$ cat config.mk
export PLATFORM = sky130hd
export DESIGN_NAME = wdr_top
export DESIGN_NICKNAME = d
export VERILOG_FILES = /design/src/verilog/wdr_pkg.sv /design/src/verilog/wdr_top.sv /design/src/verilog/wdr_tick_div.sv /design/src/verilog/wdr_rst_pulse.sv
export VERILOG_INCLUDE_DIRS = /design/src /design/src/verilog
export SDC_FILE = /design/constraint.sdc
export NUM_CORES = 1
export LEC_CHECK = 0
export BUFFER_PORTS_ARGS = -buffer_cell sky130_fd_sc_hd__buf_2
export CAP_MARGIN = 40
export CORE_AREA = 3 3 81 83
export CTS_CLUSTER_DIAMETER = 120
export DETAILED_ROUTE_END_ITERATION = 6
export DIE_AREA = 0 0 84 86
export PLACE_DENSITY = 0.83
export SLEW_MARGIN = 20
export SYNTH_ARGS = -nofsm -noshare
export SYNTH_HDL_FRONTEND = slang
export SYNTH_SLANG_ARGS = --single-unit
$ cat constraint.sdc
create_clock -name ref_clk -period 1.8 [get_ports ref_clk]
set_input_delay 0.27 -clock ref_clk [delete_from_list [all_inputs] [get_ports ref_clk]]
set_output_delay 0.27 -clock ref_clk [all_outputs]
set_load 0.005 [all_outputs]
$ cat src/verilog/wdr_cfg.svh
// Purpose: register offsets, field positions, reset values and timing counts
// Assumes: 50 MHz ref_clk, APB with 32-bit data
// Notes: byte address of a register is four times its index
`ifndef WDR_CFG_SVH
`define WDR_CFG_SVH

`define WDR_CLK_MHZ 50
`define WDR_CTRL_IDX 8'hd8
`define WDR_STAT_IDX 8'hd9
`define WDR_CTRL_ADDR 12'h360
`define WDR_STAT_ADDR 12'h364
`define WDR_ADDR_W 12
`define WDR_CTRL_RESET 8'hfe
`define WDR_CNT_RESET 7'h7f
`define WDR_ACT_BIT 0
`define WDR_SOFTRST_BIT 1
`define WDR_STAT_HWOPT_BIT 0
`define WDR_STAT_EXTOPT_BIT 1
`define WDR_STAT_STOP_BIT 2
`define WDR_STAT_WAIT_BIT 3
`define WDR_STAT_NMI_BIT 4
`define WDR_STAT_ACT_BIT 5
`define WDR_STAT_RST_BIT 6
`define WDR_TICK_CYCLES 3072
`define WDR_RST_PULSE_NS 500
`define WDR_RST_PULSE_CYC ((`WDR_RST_PULSE_NS * `WDR_CLK_MHZ) / 1000)

`endif

$ cat src/verilog/wdr_pkg.sv
// Purpose: shared types of the watchdog
// Assumes: nothing
// Notes: constants live in wdr_cfg.svh
`default_nettype none
package wdr_pkg;

  typedef enum logic [2:0] {
    WDR_RUN  = 3'b001,
    WDR_WAIT = 3'b010,
    WDR_STOP = 3'b100
  } wdr_pmode_t;

  typedef struct packed {
    logic hw_act;
    logic ext_stop;
  } wdr_opt_t;

  typedef struct packed {
    logic stop_mode;
    logic wait_mode;
  } wdr_pwr_t;

endpackage
`default_nettype wire

$ cat src/verilog/wdr_top.sv
// Purpose: watchdog downcounter with software reset and stop handling
// Assumes: APB slave, option straps steady around reset release
// Notes: reset pin is open-drain, oe_n low while pulling low
// Functional notes
// decrement stored count every 3072 clocks
// timeout programmable in 64 equal steps
// hardware option: active from reset, forced
// hardware option: activation bit read meaningless
// software option: set once, stays active
// active and count top bit zero: pulse reset
// write clearing top bit while active resets
// software refreshes with FEh down to 02h
// software writes active, top bit, count
// timeouts scale with 3072-clock period
// inactive: STOP enters stop; WAIT no effect
// active, no external control: STOP acts WAIT
// external control: NMI low WAIT, high freezes
// leaving stop resumes from held count
// inactive software option: free 7-bit timer
// count bits reversed in register
// software reads timer twice to validate
// software timer checks activation, forces reset
// timer decrements once every period
// activation bit 0, top bit 1, T0 bit 7
// register resets to FEh
// inactive: top bit is timer MSB only
// write reloads count and restarts interval
//
// Our own choices: the register offsets and register access over APB.
`include "wdr_cfg.svh"
`default_nettype none
module wdr_top #(
  parameter int TICK_CYCLES = `WDR_TICK_CYCLES,
  parameter int PULSE_CYCLES = `WDR_RST_PULSE_CYC
) (
  input wire logic ref_clk,
  input wire logic rst,
  input wire logic psel,
  input wire logic penable,
  input wire logic pwrite,
  input wire logic [`WDR_ADDR_W-1:0] paddr,
  input wire logic [31:0] pwdata,
  input wire logic [3:0] pstrb,
  output logic pready,
  output logic [31:0] prdata,
  output logic pslverr,
  input wire logic activation_option,
  input wire logic external_stop_control_option,
  input wire logic nmi_pin,
  input wire logic stop_instr,
  input wire logic wait_instr,
  input wire logic wake_irq,
  output var wdr_pkg::wdr_pwr_t pwr_state,
  output logic reset_pin_out,
  output logic reset_pin_oe_n
);

  // register layout mapping, used on read and write
  function automatic logic [7:0] cnt_to_reg(input logic [6:0] c, input logic act);
    logic [7:0] r;
    r = 8'h00;
    for (int i = 0; i < 6; i++)
    begin
      r[7-i] = c[i];
    end
    r[`WDR_SOFTRST_BIT] = c[6];
    r[`WDR_ACT_BIT] = act;
    return r;
  endfunction

  function automatic logic [6:0] reg_to_cnt(input logic [7:0] r);
    logic [6:0] c;
    c = 7'h00;
    for (int i = 0; i < 6; i++)
    begin
      c[i] = r[7-i];
    end
    c[6] = r[`WDR_SOFTRST_BIT];
    return c;
  endfunction

  function automatic logic addr_hit(input logic [`WDR_ADDR_W-1:0] a,
                                    input logic [`WDR_ADDR_W-1:0] b);
    return a == b;
  endfunction

  // option straps taken after reset release
  logic opt_taken_q;
  wdr_pkg::wdr_opt_t opt_q;

  always_ff @(posedge ref_clk or posedge rst)
  begin
    if (rst)
    begin
      opt_taken_q <= 1'b0;
      opt_q <= '0;
    end
    else if (!opt_taken_q)
    begin
      opt_taken_q <= 1'b1;
      opt_q.hw_act <= activation_option;
      opt_q.ext_stop <= external_stop_control_option;
    end
  end

  // nmi pin synchroniser
  logic nmi_meta_q;
  logic nmi_q;

  always_ff @(posedge ref_clk or posedge rst)
  begin
    if (rst)
    begin
      nmi_meta_q <= 1'b0;
      nmi_q <= 1'b0;
    end
    else
    begin
      nmi_meta_q <= nmi_pin;
      nmi_q <= nmi_meta_q;
    end
  end

  // apb decode
  logic setup_ph;
  logic access_ph;
  logic hit_ctrl;
  logic hit_stat;
  logic ctrl_wr;

  assign setup_ph = psel && !penable;
  assign access_ph = psel && penable;
  assign hit_ctrl = addr_hit(paddr, `WDR_CTRL_ADDR);
  assign hit_stat = addr_hit(paddr, `WDR_STAT_ADDR);
  assign ctrl_wr = access_ph && pwrite && hit_ctrl && pstrb[0];
  assign pready = 1'b1;
  assign pslverr = access_ph && !(hit_ctrl || (hit_stat && !pwrite));

  // activation state
  logic act_q;
  logic act_eff;

  always_ff @(posedge ref_clk or posedge rst)
  begin
    if (rst)
    begin
      act_q <= 1'b0;
    end
    else if (opt_taken_q ? opt_q.hw_act : activation_option)
    begin
      act_q <= 1'b1;
    end
    else if (ctrl_wr && pwdata[`WDR_ACT_BIT])
    begin
      act_q <= 1'b1;
    end
  end

  // hardware option counts as active from the first cycle
  assign act_eff = act_q || (!opt_taken_q && activation_option);

  // power mode control
  wdr_pkg::wdr_pmode_t pmode_q;
  logic frozen;

  always_ff @(posedge ref_clk or posedge rst)
  begin
    if (rst)
    begin
      pmode_q <= wdr_pkg::WDR_RUN;
    end
    else
    begin
      case (pmode_q)
        wdr_pkg::WDR_RUN:
        begin
          if (stop_instr)
          begin
            if (!act_eff)
            begin
              pmode_q <= wdr_pkg::WDR_STOP;
            end
            else if (!opt_q.ext_stop)
            begin
              pmode_q <= wdr_pkg::WDR_WAIT;
            end
            else if (nmi_q)
            begin
              pmode_q <= wdr_pkg::WDR_STOP;
            end
            else
            begin
              pmode_q <= wdr_pkg::WDR_WAIT;
            end
          end
          else if (wait_instr)
          begin
            pmode_q <= wdr_pkg::WDR_WAIT;
          end
        end
        wdr_pkg::WDR_WAIT:
        begin
          if (wake_irq)
          begin
            pmode_q <= wdr_pkg::WDR_RUN;
          end
        end
        wdr_pkg::WDR_STOP:
        begin
          if (wake_irq)
          begin
            pmode_q <= wdr_pkg::WDR_RUN;
          end
        end
        default:
        begin
          pmode_q <= wdr_pkg::WDR_RUN;
        end
      endcase
    end
  end

  // wait leaves the counter running, stop holds it
  assign frozen = (pmode_q == wdr_pkg::WDR_STOP);

  always_ff @(posedge ref_clk or posedge rst)
  begin
    if (rst)
    begin
      pwr_state <= '0;
    end
    else
    begin
      pwr_state.stop_mode <= (pmode_q == wdr_pkg::WDR_STOP);
      pwr_state.wait_mode <= (pmode_q == wdr_pkg::WDR_WAIT);
    end
  end

  // decrement interval
  logic tick;

  wdr_tick_div #(
    .TICK_CYCLES(TICK_CYCLES)
  ) u_tick (
    .ref_clk(ref_clk),
    .rst(rst),
    .clr(ctrl_wr),
    .run(!frozen),
    .tick(tick)
  );

  // 7-bit downcounter, top bit is the soft reset bit
  logic [6:0] cnt_q;

  always_ff @(posedge ref_clk or posedge rst)
  begin
    if (rst)
    begin
      cnt_q <= `WDR_CNT_RESET;
    end
    else if (ctrl_wr)
    begin
      cnt_q <= reg_to_cnt(pwdata[7:0]);
    end
    else if (tick)
    begin
      cnt_q <= cnt_q - 7'h01;
    end
  end

  // reset request and pin pulse
  logic rst_req;
  logic rst_busy;

  assign rst_req = act_eff && !cnt_q[6];

  wdr_rst_pulse #(
    .PULSE_CYCLES(PULSE_CYCLES)
  ) u_pulse (
    .ref_clk(ref_clk),
    .rst(rst),
    .start(rst_req),
    .busy(rst_busy)
  );

  always_ff @(posedge ref_clk or posedge rst)
  begin
    if (rst)
    begin
      reset_pin_oe_n <= 1'b1;
    end
    else
    begin
      reset_pin_oe_n <= !rst_busy;
    end
  end

  assign reset_pin_out = 1'b0;

  // status word
  logic [7:0] stat_word;

  always_comb
  begin
    stat_word = 8'h00;
    stat_word[`WDR_STAT_HWOPT_BIT] = opt_q.hw_act;
    stat_word[`WDR_STAT_EXTOPT_BIT] = opt_q.ext_stop;
    stat_word[`WDR_STAT_STOP_BIT] = (pmode_q == wdr_pkg::WDR_STOP);
    stat_word[`WDR_STAT_WAIT_BIT] = (pmode_q == wdr_pkg::WDR_WAIT);
    stat_word[`WDR_STAT_NMI_BIT] = nmi_q;
    stat_word[`WDR_STAT_ACT_BIT] = act_eff;
    stat_word[`WDR_STAT_RST_BIT] = rst_busy;
  end

  // read data captured in setup phase
  always_ff @(posedge ref_clk or posedge rst)
  begin
    if (rst)
    begin
      prdata <= 32'h0000_0000;
    end
    else if (setup_ph && !pwrite)
    begin
      if (hit_ctrl)
      begin
        prdata <= {24'h00_0000, cnt_to_reg(cnt_q, act_eff)};
      end
      else if (hit_stat)
      begin
        prdata <= {24'h00_0000, stat_word};
      end
      else
      begin
        prdata <= 32'h0000_0000;
      end
    end
  end

endmodule // wdr_top
`default_nettype wire

$ cat src/verilog/wdr_tick_div.sv
// Purpose: divider giving one enable pulse per decrement period
// Assumes: clr restarts the interval, run low holds it
// Notes: tick is a one-cycle pulse
`default_nettype none
module wdr_tick_div #(
  parameter int TICK_CYCLES = 3072
) (
  input wire logic ref_clk,
  input wire logic rst,
  input wire logic clr,
  input wire logic run,
  output logic tick
);
  localparam int W = $clog2(TICK_CYCLES);
  localparam logic [W-1:0] LAST = W'(TICK_CYCLES - 1);

  logic [W-1:0] cnt_q;

  always_ff @(posedge ref_clk or posedge rst)
  begin
    if (rst)
    begin
      cnt_q <= '0;
    end
    else if (clr)
    begin
      cnt_q <= '0;
    end
    else if (run)
    begin
      if (cnt_q == LAST)
      begin
        cnt_q <= '0;
      end
      else
      begin
        cnt_q <= cnt_q + W'(1);
      end
    end
  end

  assign tick = run && !clr && (cnt_q == LAST);
endmodule // wdr_tick_div
`default_nettype wire

$ cat src/verilog/wdr_rst_pulse.sv
// Purpose: stretch a reset request into a fixed-length pin pulse
// Assumes: start is a one-cycle pulse or a level
// Notes: requests during a pulse are ignored
`default_nettype none
module wdr_rst_pulse #(
  parameter int PULSE_CYCLES = 25
) (
  input wire logic ref_clk,
  input wire logic rst,
  input wire logic start,
  output logic busy
);
  localparam int W = $clog2(PULSE_CYCLES + 1);

  logic [W-1:0] left_q;

  always_ff @(posedge ref_clk or posedge rst)
  begin
    if (rst)
    begin
      left_q <= '0;
    end
    else if (left_q != '0)
    begin
      left_q <= left_q - W'(1);
    end
    else if (start)
    begin
      left_q <= W'(PULSE_CYCLES);
    end
  end

  assign busy = (left_q != '0);
endmodule // wdr_rst_pulse
`default_nettype wire

==> results.md, run 1 <==
GRT:
- The total overflow left after global routing is 0.
- The via count of the first global-routing pass is 2016.
- Entering global routing, the biggest net connects 45 pins.
- The overall global routing resource usage is 16.1%.
- The initial antenna violation count came to 0.
- The first global-routing pass estimated 9270 um of wire.

Pwr:
- The fraction of power consumed by combinational cells is 28.2%.
- Of the total power, the share spent switching nets is 33.4%.
- The total power draw is 0.00301 W.
- The maximum vdd ir drop is 0.650 mV.
- The share of total power dissipated in sequential elements is 45.8%.
- The net switching power is 0.00100 W.
- The power per cell area is 1010 mW/mm^2.
- The internal power is 0.00200 W.
- The clock share of power is 26.0%.
- The leakage power total is 1.32 nW.

Finish:
- The core utilization of the finished layout is 50.2%.
- The library cell used most frequently in the layout, excluding fill and tap cells, is sky130_fd_sc_hd__buf_2.
- The antenna diode count is 0.
- In the layout the commonest cells are sky130_fd_sc_hd__buf_2, sky130_fd_sc_hd__dfrtp_1, sky130_fd_sc_hd__nand2_1.
- The layout-stage area growth over the synthesis result is 16.6%.
- At the end of the flow, the number of nets in the layout was 378.
- The layout cell share with drive strength beyond 1 is 30.9%.

Min path:
- The path class of the tightest hold or removal check is in2reg.
- The number of instances on the worst hold path is 1.
- The hold path startpoint is nmi_pin.
- The destination of the worst hold path is nmi_meta_q.

Die:
- The overall die height is 86 um.
- Pin placement for this block handled 97 I/O pins.
- The floorplan core area is 0.00592 mm^2.
- The floorplan has 28 rows.
- The area of the die is 0.00722 mm^2.
- The starting density of the core is 43.1%.
- Measured along the x axis, the die boundary spans 84 um.

Logic synthesis:
- By area the synthesized netlist is led by sky130_fd_sc_hd__dfrtp_1, sky130_fd_sc_hd__dfstp_2, sky130_fd_sc_hd__buf_4, sky130_fd_sc_hd__nand2_1, sky130_fd_sc_hd__a21oi_1.
- The share of async-settable or async-resettable flops after synthesis is 100%.
- The average cell area after synthesis is 9.85 um^2.
- Synthesis inferred 44 register bits.
- The library cell occupying the most area in the post-synthesis netlist is sky130_fd_sc_hd__dfrtp_1.
- The post-synth design cell area is 0.00255 mm^2.
- For this run, the register share of the synthesized area comes to 43.6%.
- The count of flip-flops with a built-in enable after synthesis is 0.
- For this run, the number of Yosys warnings is 0.
- In the synthesized netlist the dominant register cell turns out to be sky130_fd_sc_hd__dfrtp_1.
- The number of distinct standard cells referenced by the synthesized netlist is 61.
- Summed over its instances, the top area cell type makes up 34.3% of the synthesized netlist area.
- The cell count after synthesis is 259.

Placed design:
- The congestion estimate from routability-driven global placement came to 0.923.
- The placed wire-length estimate is 4300 um.
- In this run the tool buffered the top-level ports with 43 buffer cells.

STA:
- The final worst-path cycle share is 95.4%.
- The timing-limited maximum frequency is 583 MHz.
- Setup violations remaining at the end of the flow were counted as 0.
- The number of slew-limit violations in the final report is 0.
- The headroom to the max-slew limit is 62.9%.
- At the pin with the least slew margin, the transition time is 557 ps.
- The worst path needs 1720 ps of the cycle, external delays included.
- The count of final hold-check violations was 0.
- Between clock sinks in the finished design, the worst skew comes to 7.49 ps.
- The sum of negative setup slack is 0 ps.
- Setup repair after global routing left no endpoint under its margin.

CTS:
- CTS built an H-tree with a depth of 2.
- No sink is reached through more buffers than the 2 on the longest clock path.
- In this run, post-CTS hold repair placed 0 buffers.
- Clock latency on the worst-skew pair, taken at its later pin, is 300 ps.
- The clock transition at the registers of the reported paths is 90 ps.
- TritonCTS built the clock tree.
- Clock tree synthesis found a total of 44 sinks.
- Buffers inserted during clock tree synthesis total 5.
- The root buffer selected by CTS is sky130_fd_sc_hd__clkbuf_8.

Critical path:
- The largest single stage delay on the critical path is 560 ps.
- For the worst setup path, the data required time is 2040 ps.
- The capture instance of the worst register-to-register path is cnt_q[2].
- The signal on the critical path passes through or3b_4 > inv_2 > or4_4 > xnor2_1 > mux2_2.
- In this run the critical register-to-register path is launched from pmode_q[0].
- The setup path with the least slack is of type reg2reg.
- The worst register-to-register path has a depth of 5.
- Data on the critical path arrives at its endpoint at 1950 ps.
- The type of destination of the critical path is a flop.
- STA classifies the critical path startpoint as a flop.
- In this run the worst path has a maximum fanout of 3.
- The worst-path cell with the longest stage delay is sky130_fd_sc_hd__or4_4.
- In this run the register-to-register setup slack is 80 ps.

Route:
- After detailed routing, the number of vias per cell comes to 5.33.
- The via count of the routed design is 2091.
- The number of routed nets with antenna violations is 0.
- The violation count after the first detailed-routing iteration is 161.
- The pre-antenna-repair detailed-routing pass consisted of 4 iterations.
- The final routed wirelength across all metal layers is 5640 um.
- For this run, design rule violations remaining after detail routing come to 0.
- Dividing the detail-routed wire length by the instance count gives 14.4 um.

Outcome:
- The flow ran to the end, and the final reports show no timing, DRC or antenna violations.

Run:
- The count of max-cap constraint violations is 0.
-- synth_stat cells, types with 3 or more instances --
library cell,number
sky130_fd_sc_hd__mux2i_1,5
sky130_fd_sc_hd__buf_6,3
sky130_fd_sc_hd__or3_1,3
sky130_fd_sc_hd__nand3_1,6
sky130_fd_sc_hd__nand4b_1,4
sky130_fd_sc_hd__xnor2_1,5
sky130_fd_sc_hd__o31ai_1,9
sky130_fd_sc_hd__buf_4,26
sky130_fd_sc_hd__clkbuf_1,5
sky130_fd_sc_hd__ha_1,3
sky130_fd_sc_hd__nor3_1,5
sky130_fd_sc_hd__mux2_2,4
sky130_fd_sc_hd__nand2_1,29
sky130_fd_sc_hd__a21oi_1,14
sky130_fd_sc_hd__nor2_1,13
sky130_fd_sc_hd__o21ai_0,5
sky130_fd_sc_hd__dfrtp_1,35
sky130_fd_sc_hd__dfstp_2,9
sky130_fd_sc_hd__inv_1,8
sky130_fd_sc_hd__a2bb2oi_1,3
sky130_fd_sc_hd__nor4b_1,4
sky130_fd_sc_hd__nand4_1,9
-- worst max-delay path, delay by kind of cell, from the launching register on --
kind	cells	cell delay, ps
XOR/XNOR	1	140
multiplexers	1	250
AND/OR/NAND/NOR	2	680
buffers and inverters	1	40
flip-flops	1	540
-- state kept, by name, indices dropped and copies added (netlist names) --
| register | cells |
|---|---|
| u_tick.cnt_q | 12 |
| opt_taken_q | 1 |
| reset_pin_oe_n | 1 |
| opt_q | 2 |
| act_q | 1 |
| pwr_state | 2 |
| nmi_meta_q | 1 |
| pmode_q | 3 |
| u_pulse.left_q | 5 |
| prdata | 8 |
| nmi_q | 1 |
| cnt_q | 7 |
-- routing by layer --
layer,wire (um),track usage (%),vias to the layer above
met5,0,0,-
met4,85,5.99,0
li1,-,-,1004
met1,2310,19.2,1007
met3,341,4.61,9
met2,2900,27.8,71
-- per-stage QoR --
stage	hold WS, ps	setup WS, ps	cell area [um^2]	std cells
2_1_floorplan	301	79.4	2640	284
3_3_place_gp	335	35.3	2830	384
3_5_place_dp	354	2.78	2830	384
4_1_cts	63.4	65.4	2950	392
5_1_grt	49.0	1.77	2970	392
6_report	69.3	83.5	2970	392
-- cell families (layout without fill, tap and decap cells) --
logic type	count (synthesis)	in the layout	share of synthesized area, %
compound gates	54	54	14.9
flops	44	44	43.6
other cells	2	27	0.295
fa+ha+maj	3	3	1.47
mux	9	9	3.73
buf+inv	44	77	11.2
simple gates	96	96	22.3
xor+xnor	7	7	2.40
-- final cells by class --
type / count / area, um^2
multi-input combinational: 196 / 1280
sequential: 44 / 1110
tap: 75 / 93.8
clock inverter: 3 / 46.3
inverter: 9 / 33.8
clock buffer: 5 / 68.8
timing repair buffer: 60 / 343
fill: 541 / 2950
-- timing repair --
action                                  CTS  global route
hold endpoints to repair                  0             0
pin swaps                                 0             1
endpoints found under the setup margin    1            12
buffers inserted                          0             0
resized for setup                         1             5
-- how the worst max path moves through the flow --
stage | cells after the start | startpoint | slack [ps] | end
floorplan | 5 | pmode_q[0] | 80 | cnt_q[2]
detailed placement | 5 | u_tick.cnt_q[1] | 3 | cnt_q[3]
global route | 6 | paddr[1] | 2 | pslverr
CTS | 5 | paddr[4] | 70 | pslverr
global placement | 5 | u_tick.cnt_q[1] | 40 | cnt_q[3]
finish | 5 | pmode_q[0] | 80 | cnt_q[2]
-- power groups by stage --
| stage | clock network (W) | logic, W | registers, W |
|---|---|---|---|
| final | 0.000782 | 0.000846 | 0.00138 |
| after global routing | 0.000844 | 0.000966 | 0.00140 |
| after CTS | 0.000795 | 0.000842 | 0.00137 |
| after detailed placement | 0 | 0.000836 | 0.00139 |
| after global placement | 0 | 0.000795 | 0.00137 |
| after floorplan | 0 | 0.000610 | 0.00136 |
Note: power is estimated with default switching activity, not from simulation.
==> run 2, diff against run 1 <==
- CORE_AREA: 3 3 81 83 -> 3 3 73 92
- DIE_AREA: 0 0 84 86 -> 0 0 76 95
- PLACE_DENSITY: 0.83 -> 0.82
- REMOVE_ABC_BUFFERS: default -> 1
==> run 2 against run 1 <==
  * Maximum frequency is 2.3% lower
  * Wire length is 0.27% higher
  * Die area hardly changed
  * Design area is 1.7% higher
  * Flip-flop and latch count stayed put
  * Final cell count is 3.6% higher
  * Hold slack better by 4.0 ps
  * Critical path type unchanged
  * Clock skew hardly changed
  * Register-to-register slack worse by 40 ps
  * Global-route usage is 0.24 points lower
  * Worst setup slack worse by 40 ps
  * Utilization is 1.4 points higher
==> results.md, run 2 (synthesis gave the netlist of run 1 again) <==
Outcome:
- The flow ran to the end, and the final reports show no timing, DRC or antenna violations.

CTS:
- The TritonCTS sink count is 44 (unchanged).
- The clock latency reported for the late side of the worst-skew pair is 300 ps (about the same).
- The number of buffers added by the clock tree synthesis step is 5 (unchanged).
- The cell sitting at the root of the clock tree is a sky130_fd_sc_hd__clkbuf_8.
- The number of buffers between clock root and the deepest sink came to 2 (unchanged).
- TritonCTS built the clock tree.
- The number of hold buffers added after CTS is 0 (unchanged).
- The depth of the CTS H-tree is 2 (unchanged).
- The clock transition at the registers of the reported paths was 80 ps (about the same).

STA:
- The transition time at the pin with the least slew margin came to 580 ps (+22.6 ps).
- The count of final hold-check violations is 0 (unchanged).
- The worst hold margin is 73.2 ps (+3.97 ps).
- The number of setup violations in the final report was 0 (unchanged).
- The shortest clock period the worst path allows after layout was 1760 ps (+40.2 ps).
- The number of slew-limit violations in the final report is 0 (unchanged).
- The headroom to the max-slew limit is 61.0% (-1.9 points).
- The clock skew is 7.38 ps (-0.101 ps).
- The timing-limited maximum frequency came to 569 MHz (-2.3%).
- The final worst setup slack is 43.3 ps (-40.2 ps).
- The final worst-path cycle share is 97.6% (+2.2 points).
- Setup repair after global routing could not meet its margin everywhere.

Pwr:
- The leakage power total is 1.36 nW (+3.2%).
- The maximum vdd ir drop came to 0.442 mV (-32%).
- The power per cell area is 1020 mW/mm^2 (+1.4%).

Die:
- The floorplan core area is 0.00586 mm^2 (-1.1%).
- The area of the die is 0.00722 mm^2 (about the same).
- The starting density of the core is 43.5% (+0.47 points).
- The count of pins on the block boundary came to 97 (unchanged).
- The width of the die is 76 um (-9.5%).
- The total number of placement rows is 31 (+11%).
- The overall die height is 95 um (+10%).

GRT:
- The pin count of the biggest net entering global routing is 45 (unchanged).
- The first-pass GRT wire length is 9160 um (-1.2%).
- The overall global routing resource usage was 15.9% (-0.24 points).
- The final global-route overflow total is 0 (unchanged).
- The via count of the first global-routing pass is 2117 (+5.0%).
- The initial antenna violation count is 0 (unchanged).

Finish:
- The net count of the finished layout is 385 (+1.9%).
- Leaving out fill and tap cells, the most frequent cell in the layout is sky130_fd_sc_hd__buf_2.
- The number of flip-flops under the largest register name came to 12 (unchanged).
- The count of fill cells added during filler insertion was 518 (-4.3%).
- The layout-stage area growth over the synthesis result is 18.6%.
- In the layout the commonest cells are sky130_fd_sc_hd__buf_2, sky130_fd_sc_hd__dfrtp_1, sky130_fd_sc_hd__nand2_1.
- The antenna diode count is 0 (unchanged).
- The largest register by flop count is u_tick.cnt_q.
- The largest registers in the layout are u_tick.cnt_q x12, prdata x8, cnt_q x7.
- The core utilization of the finished layout came to 51.6% (+1.4 points).
- The layout cell share with drive strength beyond 1 was 31.8% (+0.88 points).

Placed design:
- The number of buffers added on ports is 43 (unchanged).
- The final weighted congestion in routability-driven placement came to 0.885 (-4.1%).
- The setup slack after placement is 39.2 ps (+36.4 ps).
- The placed wire-length estimate came to 4350 um (+1.3%).

Route:
- The number of DRC violations after detailed routing came to 0 (unchanged).
- The via count of the routed design is 2128 (+1.8%).
- The final routed wirelength across all metal layers is 5660 um (+0.27%).
- The number of routed nets with antenna violations is 0 (unchanged).
- The wire length per cell is 13.9 um (-3.2%).
- The number of vias per cell after detailed routing is 5.24 (-1.7%).
- The detailed-router iteration count before antenna repair is 4 (unchanged).
- The violation count after the first detailed-routing iteration is 161 (unchanged).

Critical path:
- The worst-path maximum fanout was 4 (+1).
- The required arrival time at the worst endpoint came to 2030 ps (about the same).
- The worst setup path is captured at a flop.
- The biggest cell delay along the critical path came to 460 ps (-100 ps).
- The setup path with the least slack is of type reg2reg.
- The data arrival time of the critical path came to 1990 ps (+40 ps).
- The worst-path cell with the longest stage delay is sky130_fd_sc_hd__or4_4.
- The category of the worst setup path launch point is a flop.
- Walking the worst path, the cells encountered are ha_2 > buf_4 > nand4b_1 > or4_4 > xnor2_1 > mux2_2.

Min path:
- The class of the tightest hold or removal check is in2reg.

Run:
- The count of max-cap constraint violations came to 0 (unchanged).
[run 2: cell count changes in the layout (fill, tap and decap cells not counted), sizes merged]
cell,delta
inv,-1
clkbuf,+2
clkinvlp,-1
buf,+7
[run 2: area by class of cell]
type | instances | area (um^2) | area share [%]
Multi-Input combinational cell | 196 | 1250 | 41.5
Sequential cell | 44 | 1110 | 36.8
Timing Repair Buffer | 67 | 395 | 13.1
Tap cell | 82 | 103 | 3.39
Clock buffer | 7 | 96.3 | 3.19
Inverter | 9 | 33.8 | 1.12
Clock inverter | 1 | 30.0 | 0.993
[run 2: metrics by stage]
stage | total power, W | cell area, um^2 | TNS (ps) | cells
finish | 0.00310 | 3020 | 0 | 406
global placement | 0.00222 | 2890 | 0 | 398
CTS | 0.00311 | 3020 | 0 | 406
global route | 0.00331 | 3020 | -3.83 | 406
floorplan | 0.00190 | 2390 | -52.6 | 249
detailed placement | 0.00228 | 2890 | 0 | 398
[run 2: worst max-delay path, delay by kind of cell (launching register included)]
kind | cells | cell delay [ps]
AND/OR/NAND/NOR | 2 | 540
flip-flops | 1 | 410
multiplexers | 1 | 260
adder cells (fa/ha/maj) | 1 | 210
XOR/XNOR | 1 | 150
buffers and inverters | 1 | 130
[run 2: worst paths after layout]
| kind | startpoint | endpoint | slack (ps) | cells after the start |
|---|---|---|---|---|
| worst max-delay path | u_tick.cnt_q[0] | cnt_q[2] | 40 | 6 |
| worst min-delay path | nmi_pin | nmi_meta_q | 70 | 1 |
| worst max register to register | u_tick.cnt_q[0] | cnt_q[2] | 40 | 6 |
| worst min register to register | nmi_meta_q | nmi_q | 360 | 0 |
| max in group asynchronous | rst | cnt_q[0] | 1330 | 3 |
| min in group asynchronous | rst | pmode_q[1] | 90 | 3 |
[run 2: metal layers]
metal  vias up  wire length [um]  GRT usage [%]
met5         -                 0              0
met4         0               141           7.10
met3        14               351           4.77
met2        75              2970           30.4
met1      1018              2190           15.9
li1       1021                 -              -
[run 2: power breakdown]
group / switching (W) / internal (W) / leakage [nW]
logic: 0.000464 / 0.000432 / 0.752
registers: 0.000195 / 0.00119 / 0.542
clock network: 0.000328 / 0.000489 / 0.0645
[run 2: what timing repair did]
action                     4_1_cts  5_1_grt
setup endpoints to repair        0        7
hold endpoints to repair         0        0
gates resized for setup          0        3
setup buffers                    0        0
==> run 3, diff against run 2 <==
- clock period: 1.8 -> 1.58 ns (I/O delays scaled with it)
==> run 3 against run 2 <==
  * Maximum frequency grew 1.8%
  * Clock skew shrank 3.4 ps
  * Via count grew 7.1%
  * First-iteration DRC count grew 5.0%
  * Design area grew 9.0%
  * Global-route usage grew 0.69 points
  * Utilization grew 4.6 points
  * Critical path depth shrank 1
  * Flip-flop and latch count is the same
  * Register-to-register slack lost 190 ps
  * Die area is the same
  * The flow now finishes with violations (negative setup slack)
  * Clock-buffer cell count shrank 1
==> results.md, run 3 (synthesis gave the netlist of run 1 again) <==
Outcome:
- The flow ran to the end, but the final reports show violations.
- The final reports fail on negative setup slack.

Placed design:
- The placed instance count is 416 (+4.5%).
- The placed wire-length estimate is 4520 um (+3.8%).
- The number of buffers added on ports is 43 (unchanged).
- The final weighted congestion in routability-driven placement is 0.951 (+7.5%).

Critical path:
- The startpoint of the lowest-slack register-to-register path is pmode_q[0].
- The critical path is of the reg2reg type.
- The worst-path maximum fanout was 3 (-1).
- The required arrival time at the worst endpoint is 1800 ps (-230 ps).
- STA classifies the critical path startpoint as a flop.
- The data arrival time of the critical path is 1950 ps (-40 ps).
- The type of destination of the critical path is a flop.
- The most critical setup path has its startpoint at pmode_q[0].

Finish:
- The count of fill cells added during filler insertion is 461 (-11%).
- The layout-stage area growth over the synthesis result is 29.2%.
- The largest registers in the layout are u_tick.cnt_q x12, prdata x8, cnt_q x7.
- The largest register by flop count is u_tick.cnt_q.
- The number of flip-flops under the largest register name was 12 (unchanged).
- The antenna diode count is 0 (unchanged).
- The layout cell share with drive strength beyond 1 is 41.8% (+10 points).
- Leaving out fill and tap cells, the most frequent cells in the layout are sky130_fd_sc_hd__buf_4, sky130_fd_sc_hd__buf_2, sky130_fd_sc_hd__dfrtp_1.
- Leaving out fill and tap cells, the most frequent cell in the layout is sky130_fd_sc_hd__buf_4.
- The net count of the finished layout was 410 (+6.5%).
- The filler-free cell count of the finished design is 431 (+6.2%).

CTS:
- The root buffer selected by CTS is sky130_fd_sc_hd__clkbuf_8.
- The depth of the CTS H-tree is 2 (unchanged).
- The TritonCTS clock tree is done.
- The clock latency reported for the late side of the worst-skew pair is 290 ps (about the same).
- The clock transition at the registers of the reported paths is 80 ps (about the same).
- The number of buffers added by the clock tree synthesis step is 5 (unchanged).
- The number of buffers between clock root and the deepest sink is 2 (unchanged).
- The number of hold buffers added after CTS was 0 (unchanged).
- The TritonCTS sink count is 44 (unchanged).

STA:
- The number of slew-limit violations in the final report is 0 (unchanged).
- The shortest clock period the worst path allows after layout was 1730 ps (-30.3 ps).
- The count of final hold-check violations is 0 (unchanged).
- The final worst-path cycle share is 109% (+12 points).
- The final worst setup slack is -146 ps (-190 ps).
- The clock skew was 4.00 ps (-3.38 ps).
- The timing-limited maximum frequency is 579 MHz (+1.8%).
- The headroom to the max-slew limit came to 64.5% (+3.5 points).
- The transition time at the pin with the least slew margin is 533 ps (-46.6 ps).
- Setup repair after global routing could not meet its margin everywhere.
- The number of setup violations in the final report is 12 (+12).

Die:
- The floorplan core area was 0.00586 mm^2 (unchanged).
- The overall die height came to 95 um (unchanged).
- The count of pins on the block boundary is 97 (unchanged).
- The area of the die is 0.00722 mm^2 (unchanged).
- The starting density of the core is 43.5% (unchanged).
- The width of the die was 76 um (unchanged).
- The total number of placement rows was 31 (unchanged).

Route:
- The final routed wirelength across all metal layers was 6260 um (+11%).
- The detailed-router iteration count before antenna repair is 4 (unchanged).
- The number of routed nets with antenna violations came to 0 (unchanged).
- The violation count after the first detailed-routing iteration was 169 (+5.0%).
- The via count of the routed design is 2280 (+7.1%).
- The wire length per cell is 14.5 um (+4.3%).
- The number of vias per cell after detailed routing is 5.29 (+0.93%).
- The number of DRC violations after detailed routing was 0 (unchanged).

Pwr:
- The power per cell area was 1110 mW/mm^2 (+8.8%).
- The total power draw came to 0.00367 W (+19%).
- The maximum vdd ir drop is 0.594 mV (+34%).
- The leakage power total is 1.49 nW (+9.6%).

GRT:
- The final global-route overflow total is 0 (unchanged).
- The initial antenna violation count was 0 (unchanged).
- The pin count of the biggest net entering global routing is 45 (unchanged).
- The via count of the first global-routing pass came to 2293 (+8.3%).
- The first-pass GRT wire length is 9740 um (+6.2%).
- The overall global routing resource usage is 16.6% (+0.69 points).

Min path:
- The hold path startpoint is nmi_pin.
- The tightest min-delay check is of the in2reg type.

Run:
- The count of max-cap constraint violations is 0 (unchanged).
run 3: cell types whose count changed in the layout (fill, tap and decap cells not counted), moves of 3 or more:
| cell | before | now |
|---|---|---|
| sky130_fd_sc_hd__a21oi_1 | 14 | 9 |
| sky130_fd_sc_hd__a21oi_2 | 0 | 5 |
| sky130_fd_sc_hd__buf_4 | 24 | 46 |
| sky130_fd_sc_hd__nor2_1 | 13 | 10 |
| sky130_fd_sc_hd__nor2_2 | 0 | 3 |
run 3: worst paths after layout:
kind	endpoint	slack (ps)	cells past startpoint
max	cnt_q[2]	-150	5
min	nmi_meta_q	50	1
min in group asynchronous	pmode_q[1]	60	3
min reg2reg	nmi_q	370	0
max in group asynchronous	u_tick.cnt_q[7]	1120	3
max reg2reg	cnt_q[2]	-150	5
run 3: per-layer routing:
metal / wire length [um] / share of wire, % / GRT usage (%)
met2: 3390 / 54 / 31.2
met5: 0 / 0 / 0
met1: 2330 / 37 / 17.0
met4: 250 / 4.0 / 9.67
met3: 291 / 4.6 / 3.53
run 3: what timing repair did:
action,4_1_cts,5_1_grt
buffers inserted,1,7
setup endpoints to repair,16,19
gates resized for setup,9,22
pin swaps,6,11
run 3: power by group:
part           total, W  internal [W]  switching [W]  leakage, nW
Clock          0.000679      0.000309       0.000370       0.0412
Sequential      0.00157       0.00136       0.000211        0.541
Combinational   0.00143      0.000742       0.000685        0.907
Total           0.00367       0.00241        0.00127         1.49
run 3: worst max-delay path, stage by stage, from the launching register on:
cell and delay [ps]:
sky130_fd_sc_hd__dfstp_2 540, sky130_fd_sc_hd__or3b_4 130, sky130_fd_sc_hd__inv_2 40, sky130_fd_sc_hd__or4_4 550, sky130_fd_sc_hd__xnor2_1 140, sky130_fd_sc_hd__mux2_2 250
run 3: area by class of cell:
| class | count | area (um^2) | area share, % |
|---|---|---|---|
| multi-input cells | 196 | 1360 | 41.3 |
| flip-flops and latches | 44 | 1110 | 33.8 |
| repair buffers | 92 | 598 | 18.1 |
| well taps | 82 | 103 | 3.11 |
| clock buffers | 6 | 72.6 | 2.20 |
| inverters | 9 | 33.8 | 1.03 |
| clock inverters | 2 | 12.5 | 0.380 |
run 3: metrics by stage:
| step | worst slack [ps] | instance area [um^2] | setup TNS, ps | utilization (%) | hold WS (ps) |
|---|---|---|---|---|---|
| 3_5_place_dp | -141 | 3020 | -1730 | 51.6 | 346 |
| 4_1_cts | -149 | 3160 | -728 | 54.0 | 38.9 |
| 6_report | -146 | 3300 | -960 | 56.3 | 48.9 |
| 3_3_place_gp | -131 | 3020 | -1090 | 51.6 | 340 |
| 2_1_floorplan | -273 | 2390 | -916 | - | 268 |
| 5_1_grt | -186 | 3300 | -1640 | 56.3 | 34.5 |
